--- src/core/pio_consts.svh ---
// address indices, field masks and reset values of the parallel port block
`ifndef PIO_CONSTS_SVH
`define PIO_CONSTS_SVH

`define PIO_IDX_PORT_A_DATA 4'h0
`define PIO_IDX_PORT_B_DATA 4'h1
`define PIO_IDX_PORT_C_DATA 4'h2
`define PIO_IDX_PORT_D_DATA 4'h3
`define PIO_IDX_PORT_A_DIR  4'h4
`define PIO_IDX_PORT_B_DIR  4'h5
`define PIO_IDX_PORT_C_DIR  4'h6
`define PIO_IDX_PORT_D_DIR  4'h7
`define PIO_IDX_PORT_E_DATA 4'h8
`define PIO_IDX_PORT_F_DATA 4'h9
`define PIO_IDX_PORT_G_DATA 4'ha
`define PIO_IDX_PORT_H_DATA 4'hb
`define PIO_IDX_PORT_E_DIR  4'hc
`define PIO_IDX_PORT_F_DIR  4'hd
`define PIO_IDX_PORT_G_DIR  4'he
`define PIO_IDX_PORT_H_DIR  4'hf

`define PIO_PORT_A 3'h0
`define PIO_PORT_B 3'h1
`define PIO_PORT_C 3'h2
`define PIO_PORT_D 3'h3
`define PIO_PORT_E 3'h4
`define PIO_PORT_F 3'h5
`define PIO_PORT_G 3'h6
`define PIO_PORT_H 3'h7

`define PIO_MASK_DATA 64'h0307_7fff_ff3f_ffff
`define PIO_MASK_DIR  64'h0307_7fff_ffbf_ffff
`define PIO_DIR_RESET 64'h0000_0000_0000_0000

`define PIO_CLKOUT_BIT 7
`define PIO_CLKOUT_PIN 2
`define PIO_ADC_CHANS  5'h08
`define PIO_ADDR_HI    7:6
`define PIO_ADDR_IDX   5:2
`define PIO_RESP_OKAY   2'h0
`define PIO_RESP_DECERR 2'h3

`endif

--- src/core/pio_pkg.sv ---
// types shared by the parallel port block
package pio_pkg;
  typedef logic [7:0][7:0] pio_pins_t;
  typedef enum logic [1:0] {
    PIO_WR_IDLE  = 2'b00,
    PIO_WR_ADDR  = 2'b01,
    PIO_WR_DATA  = 2'b10,
    PIO_WR_RESP  = 2'b11
  } pio_wr_state_t;
endpackage

--- src/core/pio_sync_if.sv ---
// carrier between the port core and its input synchroniser
`timescale 1ns/1ps
`default_nettype none
interface pio_sync_if;
  pio_pkg::pio_pins_t raw;
  pio_pkg::pio_pins_t synced;
  modport core (output raw, input synced);
  modport sync (input raw, output synced);
endinterface
`default_nettype wire

--- src/core/pio_sync.sv ---
// two-stage synchroniser for every pin input
`timescale 1ns/1ps
`default_nettype none
module pio_sync (
  input  wire logic clk_sys,
  input  wire logic resetn,
  input  wire logic ce,
  pio_sync_if.sync  sif
);
  import pio_pkg::*;

  pio_pins_t meta_ff;
  pio_pins_t sync_ff;

  genvar g;
  generate
    for (g = 0; g < 64; g = g + 1)
    begin : g_bit
      always_ff @(posedge clk_sys or negedge resetn)
      begin
        if (!resetn)
        begin
          meta_ff[g / 8][g % 8] <= 1'b0;
          sync_ff[g / 8][g % 8] <= 1'b0;
        end
        else if (ce)
        begin
          meta_ff[g / 8][g % 8] <= sif.raw[g / 8][g % 8];
          sync_ff[g / 8][g % 8] <= meta_ff[g / 8][g % 8];
        end
      end
    end
  endgenerate

  assign sif.synced = sync_ff;
endmodule
`default_nettype wire

--- src/core/pio_top.sv ---
// parallel i/o ports a to h with an axi4-lite register slave
//
// Register access over AXI4-Lite was left to the implementer.
`timescale 1ns/1ps
`default_nettype none
`include "pio_consts.svh"

module pio_top (
  input  wire logic              clk_sys,
  input  wire logic              resetn,
  input  wire logic              ce,
  input  wire logic [7:0]        s_axil_awaddr,
  input  wire logic              s_axil_awvalid,
  output logic                   s_axil_awready,
  input  wire logic [31:0]       s_axil_wdata,
  input  wire logic [3:0]        s_axil_wstrb,
  input  wire logic              s_axil_wvalid,
  output logic                   s_axil_wready,
  output logic [1:0]             s_axil_bresp,
  output logic                   s_axil_bvalid,
  input  wire logic              s_axil_bready,
  input  wire logic [7:0]        s_axil_araddr,
  input  wire logic              s_axil_arvalid,
  output logic                   s_axil_arready,
  output logic [31:0]            s_axil_rdata,
  output logic [1:0]             s_axil_rresp,
  output logic                   s_axil_rvalid,
  input  wire logic              s_axil_rready,
  input  wire pio_pkg::pio_pins_t pin_in,
  output pio_pkg::pio_pins_t     pin_out,
  output pio_pkg::pio_pins_t     pin_oe,
  input  wire logic [4:0]        converter_channel_select,
  output logic [7:0]             converter_channel_inputs,
  output logic [7:0]             converter_pin_claim
);
  import pio_pkg::*;

  pio_wr_state_t wr_state_ff;
  pio_wr_state_t nxt_wr_state;
  logic [7:0]    awaddr_ff;
  logic [31:0]   wdata_ff;
  logic [3:0]    wstrb_ff;
  logic [1:0]    bresp_ff;
  logic [31:0]   rdata_ff;
  logic [1:0]    rresp_ff;
  logic          rvalid_ff;
  pio_pins_t     latch_ff;
  pio_pins_t     dir_ff;
  pio_pins_t     pin_view;
  pio_pins_t     mask_data;
  pio_pins_t     mask_dir;
  logic          wr_fire;
  logic [7:0]    wr_addr;
  logic [7:0]    wr_byte;
  logic          wr_lane0;
  logic          wr_is_dir;
  logic [2:0]    wr_port;
  logic          rd_is_dir;
  logic [2:0]    rd_port;
  logic [7:0]    rd_byte;
  logic          ar_fire;
  logic          clk_out_en;

  pio_sync_if sif ();

  pio_sync u_sync (
    .clk_sys (clk_sys),
    .resetn  (resetn),
    .ce      (ce),
    .sif     (sif)
  );

  assign sif.raw   = pin_in;
  assign mask_data = `PIO_MASK_DATA;
  assign mask_dir  = `PIO_MASK_DIR;
  assign clk_out_en = dir_ff[`PIO_PORT_C][`PIO_CLKOUT_BIT];

  // pins handed to the converter by the channel select
  always_comb
  begin
    converter_pin_claim = 8'h00;
    if (converter_channel_select < `PIO_ADC_CHANS)
    begin
      converter_pin_claim[converter_channel_select[2:0]] = 1'b1;
    end
  end

  assign converter_channel_inputs = pin_in[`PIO_PORT_B];

  // index decode shared by read and write
  function automatic logic [3:0] pio_decode(input logic [3:0] idx);
    logic [3:0] r;
    r = 4'h0;
    unique case (idx)
      `PIO_IDX_PORT_A_DATA: r = {1'b0, `PIO_PORT_A};
      `PIO_IDX_PORT_B_DATA: r = {1'b0, `PIO_PORT_B};
      `PIO_IDX_PORT_C_DATA: r = {1'b0, `PIO_PORT_C};
      `PIO_IDX_PORT_D_DATA: r = {1'b0, `PIO_PORT_D};
      `PIO_IDX_PORT_A_DIR:  r = {1'b1, `PIO_PORT_A};
      `PIO_IDX_PORT_B_DIR:  r = {1'b1, `PIO_PORT_B};
      `PIO_IDX_PORT_C_DIR:  r = {1'b1, `PIO_PORT_C};
      `PIO_IDX_PORT_D_DIR:  r = {1'b1, `PIO_PORT_D};
      `PIO_IDX_PORT_E_DATA: r = {1'b0, `PIO_PORT_E};
      `PIO_IDX_PORT_F_DATA: r = {1'b0, `PIO_PORT_F};
      `PIO_IDX_PORT_G_DATA: r = {1'b0, `PIO_PORT_G};
      `PIO_IDX_PORT_H_DATA: r = {1'b0, `PIO_PORT_H};
      `PIO_IDX_PORT_E_DIR:  r = {1'b1, `PIO_PORT_E};
      `PIO_IDX_PORT_F_DIR:  r = {1'b1, `PIO_PORT_F};
      `PIO_IDX_PORT_G_DIR:  r = {1'b1, `PIO_PORT_G};
      `PIO_IDX_PORT_H_DIR:  r = {1'b1, `PIO_PORT_H};
    endcase
    return r;
  endfunction

  // write channel handshake
  always_comb
  begin
    nxt_wr_state   = wr_state_ff;
    s_axil_awready = 1'b0;
    s_axil_wready  = 1'b0;
    wr_fire        = 1'b0;
    unique case (wr_state_ff)
      PIO_WR_IDLE:
      begin
        s_axil_awready = ce;
        s_axil_wready  = ce;
        if (ce && s_axil_awvalid && s_axil_wvalid)
        begin
          wr_fire      = 1'b1;
          nxt_wr_state = PIO_WR_RESP;
        end
        else if (ce && s_axil_awvalid)
        begin
          nxt_wr_state = PIO_WR_ADDR;
        end
        else if (ce && s_axil_wvalid)
        begin
          nxt_wr_state = PIO_WR_DATA;
        end
      end
      PIO_WR_ADDR:
      begin
        s_axil_wready = ce;
        if (ce && s_axil_wvalid)
        begin
          wr_fire      = 1'b1;
          nxt_wr_state = PIO_WR_RESP;
        end
      end
      PIO_WR_DATA:
      begin
        s_axil_awready = ce;
        if (ce && s_axil_awvalid)
        begin
          wr_fire      = 1'b1;
          nxt_wr_state = PIO_WR_RESP;
        end
      end
      PIO_WR_RESP:
      begin
        if (ce && s_axil_bready)
        begin
          nxt_wr_state = PIO_WR_IDLE;
        end
      end
    endcase
  end

  assign wr_addr  = (wr_state_ff == PIO_WR_ADDR) ? awaddr_ff : s_axil_awaddr;
  assign wr_byte  = (wr_state_ff == PIO_WR_DATA) ? wdata_ff[7:0]
                                                 : s_axil_wdata[7:0];
  assign wr_lane0 = (wr_state_ff == PIO_WR_DATA) ? wstrb_ff[0]
                                                 : s_axil_wstrb[0];
  assign {wr_is_dir, wr_port} = pio_decode(wr_addr[`PIO_ADDR_IDX]);

  always_ff @(posedge clk_sys or negedge resetn)
  begin
    if (!resetn)
    begin
      wr_state_ff <= PIO_WR_IDLE;
    end
    else if (ce)
    begin
      wr_state_ff <= nxt_wr_state;
    end
  end

  // captured halves of a split write
  always_ff @(posedge clk_sys or negedge resetn)
  begin
    if (!resetn)
    begin
      awaddr_ff <= 8'h00;
      wdata_ff  <= 32'h0000_0000;
      wstrb_ff  <= 4'h0;
    end
    else if (ce)
    begin
      if (s_axil_awready && s_axil_awvalid)
      begin
        awaddr_ff <= s_axil_awaddr;
      end
      if (s_axil_wready && s_axil_wvalid)
      begin
        wdata_ff <= s_axil_wdata;
        wstrb_ff <= s_axil_wstrb;
      end
    end
  end

  always_ff @(posedge clk_sys or negedge resetn)
  begin
    if (!resetn)
    begin
      bresp_ff <= `PIO_RESP_OKAY;
    end
    else if (ce && wr_fire)
    begin
      bresp_ff <= (wr_addr[`PIO_ADDR_HI] != 2'h0) ? `PIO_RESP_DECERR
                                                  : `PIO_RESP_OKAY;
    end
  end

  assign s_axil_bvalid = ce && (wr_state_ff == PIO_WR_RESP);
  assign s_axil_bresp  = bresp_ff;

  // data latches carry no reset
  always_ff @(posedge clk_sys)
  begin
    if (ce && wr_fire && wr_lane0 && !wr_is_dir &&
        wr_addr[`PIO_ADDR_HI] == 2'h0)
    begin
      latch_ff[wr_port] <= wr_byte & mask_data[wr_port];
    end
  end

  // direction registers, cleared to inputs on reset
  always_ff @(posedge clk_sys or negedge resetn)
  begin
    if (!resetn)
    begin
      dir_ff <= `PIO_DIR_RESET;
    end
    else if (ce && wr_fire && wr_lane0 && wr_is_dir &&
             wr_addr[`PIO_ADDR_HI] == 2'h0)
    begin
      dir_ff[wr_port] <= wr_byte & mask_dir[wr_port];
    end
  end

  // per-bit read view and pin drive
  genvar g;
  generate
    for (g = 0; g < 64; g = g + 1)
    begin : g_pin
      localparam int P = g / 8;
      localparam int B = g % 8;
      if (P == 1)
      begin : g_adc
        assign pin_view[P][B] = dir_ff[P][B] ? latch_ff[P][B]
          : (converter_pin_claim[B] ? 1'b0 : sif.synced[P][B]);
        assign pin_oe[P][B] = dir_ff[P][B] && !converter_pin_claim[B];
        assign pin_out[P][B] = latch_ff[P][B];
      end
      else if (P == 2 && B == `PIO_CLKOUT_PIN)
      begin : g_clk
        assign pin_view[P][B] = clk_out_en ? 1'b0
          : (dir_ff[P][B] ? latch_ff[P][B] : sif.synced[P][B]);
        assign pin_oe[P][B]  = clk_out_en || dir_ff[P][B];
        assign pin_out[P][B] = clk_out_en ? clk_sys : latch_ff[P][B];
      end
      else
      begin : g_gpio
        assign pin_view[P][B] = mask_data[P][B] && (dir_ff[P][B]
          ? latch_ff[P][B] : sif.synced[P][B]);
        assign pin_oe[P][B] = mask_data[P][B] && dir_ff[P][B];
        assign pin_out[P][B] = mask_data[P][B] && latch_ff[P][B];
      end
    end
  endgenerate

  // read channel
  assign {rd_is_dir, rd_port} = pio_decode(s_axil_araddr[`PIO_ADDR_IDX]);
  assign rd_byte        = rd_is_dir ? dir_ff[rd_port] : pin_view[rd_port];
  assign s_axil_arready = ce && !rvalid_ff;
  assign ar_fire        = s_axil_arready && s_axil_arvalid;

  always_ff @(posedge clk_sys or negedge resetn)
  begin
    if (!resetn)
    begin
      rvalid_ff <= 1'b0;
      rdata_ff  <= 32'h0000_0000;
      rresp_ff  <= `PIO_RESP_OKAY;
    end
    else if (ce)
    begin
      if (ar_fire)
      begin
        rvalid_ff <= 1'b1;
        if (s_axil_araddr[`PIO_ADDR_HI] != 2'h0)
        begin
          rdata_ff <= 32'h0000_0000;
          rresp_ff <= `PIO_RESP_DECERR;
        end
        else
        begin
          rdata_ff <= {24'h00_0000, rd_byte};
          rresp_ff <= `PIO_RESP_OKAY;
        end
      end
      else if (s_axil_rready)
      begin
        rvalid_ff <= 1'b0;
      end
    end
  end

  assign s_axil_rvalid = ce && rvalid_ff;
  assign s_axil_rdata  = rdata_ff;
  assign s_axil_rresp  = rresp_ff;
endmodule
`default_nettype wire

--- config.mk ---
export PLATFORM = sky130hd
export DESIGN_NAME = pio_top
export DESIGN_NICKNAME = d
export VERILOG_FILES = /design/src/core/pio_pkg.sv /design/src/core/pio_sync_if.sv /design/src/core/pio_sync.sv /design/src/core/pio_top.sv
export VERILOG_INCLUDE_DIRS = /design/src /design/src/core
export SDC_FILE = /design/constraint.sdc
export NUM_CORES = 1
export LEC_CHECK = 0
export BUFFER_PORTS_ARGS = -buffer_cell sky130_fd_sc_hd__buf_2
export CAP_MARGIN = 20
export CORE_UTILIZATION = 58
export CTS_BUF_LIST = sky130_fd_sc_hd__clkbuf_16
export DETAILED_ROUTE_END_ITERATION = 10
export MAX_ROUTING_LAYER = met4
export PLACE_DENSITY_LB_ADDON = 0.3
export SYNTH_ARGS = -nofsm -noshare
export SYNTH_HDL_FRONTEND = slang
export SYNTH_SLANG_ARGS = --single-unit
--- constraint.sdc ---
create_clock -name clk_sys -period 6.51 [get_ports clk_sys]
set_input_delay 0 -clock clk_sys [delete_from_list [all_inputs] [get_ports clk_sys]]
set_output_delay 0 -clock clk_sys [all_outputs]
set_load 0.05 [all_outputs]
Word-level counts from Yosys, hierarchy flattened --
Memories as Yosys holds them, arrays and structs flattened. Index checks and enable logic that the tools add are counted.
Storage, ports and cells: logic and storage cells 287, memories 4, register bits after elaboration 284, input port bits 129, memory bits (read-only) 256
Cells by class: bitwise gates (word level) 2, $lt $le $gt $ge 6, multiplexer cells 95, eq/ne operators 7, reductions and logical operators 49
Memory list:
- (no name shown) | words 8, bits a word 8, read ports 1, clocked after memory_dff 0, wr ports 0, RTL line pio_top.sv:247 | dir_ff[wr_port] <= wr_byte & mask_dir[wr_port];
- (no name shown) | words 8, bits a word 8, read ports 1, clocked after memory_dff 0, wr ports 0, RTL line pio_top.sv:233 | latch_ff[wr_port] <= wr_byte & mask_data[wr_port];
- (no name shown) | words 16, bits a word 4, read ports 1, clocked after memory_dff 0, wr ports 0, RTL line pio_top.sv:94 | unique case (idx)
- (no name shown) | words 16, bits a word 4, read ports 1, clocked after memory_dff 0, wr ports 0, RTL line pio_top.sv:94
Operator list (number):
- bitwise mux 64 bit | 2
- 2-to-1 mux 8 bit | 10
- 2-to-1 mux 1 bit | 69
- binary-select mux 8 bit (select 3 bit) | 2
- logical AND 1 bit | 26
- demux 8 bit (select 3 bit) | 1
- bitwise AND 8 bit | 2
- 2-to-1 mux 2 bit | 8
- < comparator 3 x 4 -> 1 bit (second input constant) | 3
- logical NOT 1 bit | 10
- case mux 2 bit (4 select lines) | 1
- AND reduction 2 bit | 4
- greater-or-equal comparator 3 x 1 -> 1 bit (second input constant) | 2
- != test 2 bit (second input constant) | 3
- nonzero test 2 bit | 3
- < comparator 5 x 4 -> 1 bit (second input constant) | 1
- AND reduction 5 bit | 1
- equality test 2 bit (second input constant) | 2
- logical NOT 2 bit | 2
- != test 4 bit (second input constant) | 1
- OR reduction 2 bit | 2
- demux 1 bit (select 3 bit) | 1
- case mux 1 bit (3 select lines) | 1
- equality test 2 x 1 -> 1 bit (second input constant) | 1
- logical OR 1 bit | 1

Depth between registers and ports, before layout --
depth in word-level cells 11, mapped depth 9, gate-level depth less buffers 7

Cells and area by module --
From an unflattened synthesis, not the netlist that was laid out.
Second synthesis, totals: cell total of the unflattened synthesis 964, area, all modules 12926.1 um2
By module, submodules not included:
- pio_top | area each 8104.0 um2, cells each 694, instances 1
- pio_sync | area each 4822.1 um2, cells each 270, instances 1

==> results.py <==
metrics = {
    "sta": {
        "slew_headroom_pct": 21.9,
        "whs_ns": 0.0548,
        "rsz0062_at_grt": "false",
        "fin_skew_ns": 0.0158,
        "hold_viol_final": 0,
        "maxSlewViolCount": 0,
        "tns_ns": 0,
        "setup_viol": 0,
        "worst_pin_slew_ns": 1.17,
    },
    "logic_synthesis": {
        "ys_ff_latch": 242,
        "synth_top_family_by_area": "multiplexers",
        "synthSimpleGateAreaFrac_pct": 7.14,
        "synth_fa_ha_area_share_pct": 0.525,
        "synthXorXnorAreaFrac_pct": 0,
        "syn_inst": 904,
        "synth_top_flop_cell": "dfrtp_1",
        "synth_compound_area_share_pct": 5.50,
        "synth_edf_count": 50,
        "ys_seq_area_share_pct": 52.9,
        "muxShareOfSynthArea_pct": 22.9,
        "synth-warning-count": 0,
        "yosysUniqueCellTypes": 57,
        "syn_area_mm2": 0.0119,
        "synth_area_per_cell_um2": 13.2,
        "async_flop_share_pct": 79.3,
    },
    "cells_and_area": {
        "fin_util_pct": 70.4,
        "fill_cells": 1425,
        "area_growth_pct": 19.1,
        "multiInputGateArea_mm2": 0.00450,
        "ff_latch_area_mm2": 0.00631,
        "num_antenna_cells": 0,
        "layout-drive-gt1-share_pct": 40.3,
        "fin_cells": 1416,
        "layout.nets": 1261,
    },
    "setup_path": {
        "cp-start-kind": "clock port",
        "cp-startpoint": "clk_sys",
        "arrival_ns": 3.99,
        "end_kind": "primary output",
        "crit_fanout": 2,
        "worstSetupPathType": "clk2out",
        "crit_required_ns": 6.51,
        "reg2reg_from": "wr_state_ff[1]",
    },
    "cts": {
        "cts_setup_buffers": 0,
        "cts_tree": "yes",
        "cts.clk_slew.worst_paths_ns": 0.06,
        "cts_hold_buf": 102,
        "clkLatencyLatePin_ns": 0.64,
        "cts_resized": 0,
    },
    "pwr": {
        "sw_frac_of_total_pct": 32.4,
        "power.switching_mw": 1.46,
        "p_comb_share_pct": 25.4,
        "p_int_mw": 3.05,
        "p_leak_nw": 6.44,
        "pwr-share-seq_pct": 41.8,
        "powerDensity_mw_per_mm2": 317,
        "clockPowerShare_pct": 32.8,
        "ir_worst_vdd_mv": 0.327,
    },
    "floorplanning": {
        "io_pins": 314,
        "die_h_um": 145,
        "coreArea_mm2": 0.0202,
        "initial_core_util_pct": 59.1,
        "rows": 52,
        "die-area_mm2": 0.0211,
        "dieWidth_um": 145,
    },
    "global_routing": {
        "antenna_found_initial": 1,
        "grt_pass1_wl_mm": 47.5,
        "grt_pass1_vias": 7977,
        "grt_use_total_pct": 31.0,
        "grt_max_degree": 120,
        "grt-ovfl-total": 0,
    },
    "place": {
        "dp_cells": 1264,
        "routabilityCongestion": 0.874,
        "port-buffer-count": 216,
        "dp_hpwl_mm": 21.0,
    },
    "route": {
        "viasPerCell": 5.57,
        "wl_mm": 30.9,
        "drc": 0,
        "antenna_left": 0,
        "drt_iter0_markers": 529,
        "avgRoutedWirePerCell_um": 21.8,
        "first_pass_iters": 5,
        "via_count": 7886,
    },
    "hold_path": {
        "min_from": "converter_channel_select[1]",
        "min_path_type": "in2reg",
    },
    "run": {
        "drv_cap": 0,
    },
    "run_status": {
        "status": "completed",
    },
}
## per-stage QoR
stage / setup WS, ns / instance area, um2 / total power [mW]
floorplan: 2.88 / 12100 / 2.69
global placement: 2.81 / 12300 / 2.91
detailed placement: 2.81 / 12300 / 2.94
CTS: 2.52 / 14200 / 4.51
global route: 2.51 / 14200 / 4.68
finish: 2.52 / 14200 / 4.51
## registers in the layout (all words and copies together) (netlist names), 2 cells and up
name               flops
pin_out               49
u_sync.meta_ff        50
s_axil_rdata           8
wdata_ff               8
pin_oe                41
dir_ff                22
awaddr_ff              6
wr_state_ff            2
u_sync.sif.synced     50
## cells by family after synthesis
| logic type | Yosys count |
|---|---|
| AOI/OAI and AO/OA | 92 |
| adders and majority gates | 5 |
| buffers and inverters | 194 |
| DFF | 242 |
| muxes | 229 |
| other | 1 |
| and+or+nand+nor | 141 |
## synthesized netlist by cell type, drive strengths merged (4+ instances only)
master | instances | share of area (%)
buf | 164 | 10
mux4 | 17 | 3.2
nor3b | 5 | 0.36
nor2 | 27 | 0.91
o221ai | 5 | 0.37
nor3 | 14 | 1.2
a31oi | 6 | 0.31
edfxtp | 50 | 13
inv | 11 | 0.35
and2 | 11 | 0.58
clkbuf | 19 | 0.60
o21ai | 15 | 0.63
mux2 | 177 | 17
nand2b | 9 | 0.47
a211oi | 22 | 1.4
nand2 | 24 | 0.76
nor2b | 35 | 1.8
mux2i | 35 | 3.0
nand3 | 4 | 0.27
ha | 5 | 0.52
a2111oi | 4 | 0.29
dfrtp | 192 | 40
a21oi | 18 | 0.76
## power by group through the flow
stage	clock (mW)	combinational, mW	sequential, mW
6_report	1.48	1.15	1.88
5_1_grt	1.55	1.22	1.90
4_1_cts	1.50	1.14	1.88
3_5_place_dp	0.00166	1.03	1.91
3_3_place_gp	0.00166	1.01	1.89
2_1_floorplan	0.00147	0.801	1.89
## layout by cell type (no fill, tap or decap), drive strengths merged, types with 4 or more instances in the layout
cell	instances
a2111oi	4
a211oi	22
a21oi	18
a31oi	6
and2	11
buf	221
clkbuf	31
clkinv	14
conb	52
dfrtp	192
dlygate4sd3	102
edfxtp	50
ha	5
inv	16
mux2	177
mux2i	35
mux4	17
nand2	24
nand2b	9
nand3	4
nor2	27
nor2b	35
nor3	14
nor3b	5
o21ai	15
o221ai	5
## area by class of cell
cell class                 count  area share, %
inverter                      11          0.291
sequential                   242           44.4
timing repair buffer         323           15.2
clock inverter                20          0.784
tap                          270           2.38
multi-input combinational    519           31.7
clock buffer                  31           5.32
## critical path: stages
cell	delay, ns
clkbuf_16	0.12
clkbuf_16	0.13
mux2_2	0.26
buf_2	0.21
## layer usage
layer	vias up	routed length (um)	GRT usage (%)
met2	375	14400	46.8
li1	3508	-	-
met4	0	1370	13.7
met3	71	2580	7.08
met5	-	0	-
met1	3932	12600	40.3
## path summary, 6_finish.rpt
path | end | slack, ns | depth (start not counted)
hold reg to reg | dir_ff[58] | 0.48 | 1
setup / recovery | pin_out[18] | 2.52 | 4
hold / removal | s_axil_rdata[7] | 0.05 | 4
max in group asynchronous | u_sync.sif.synced[38] | 4.80 | 3
setup reg to reg | pin_out[37] | 3.13 | 7
min in group asynchronous | u_sync.sif.synced[46] | 0.06 | 2
Note: power is estimated with default switching activity, not from simulation.
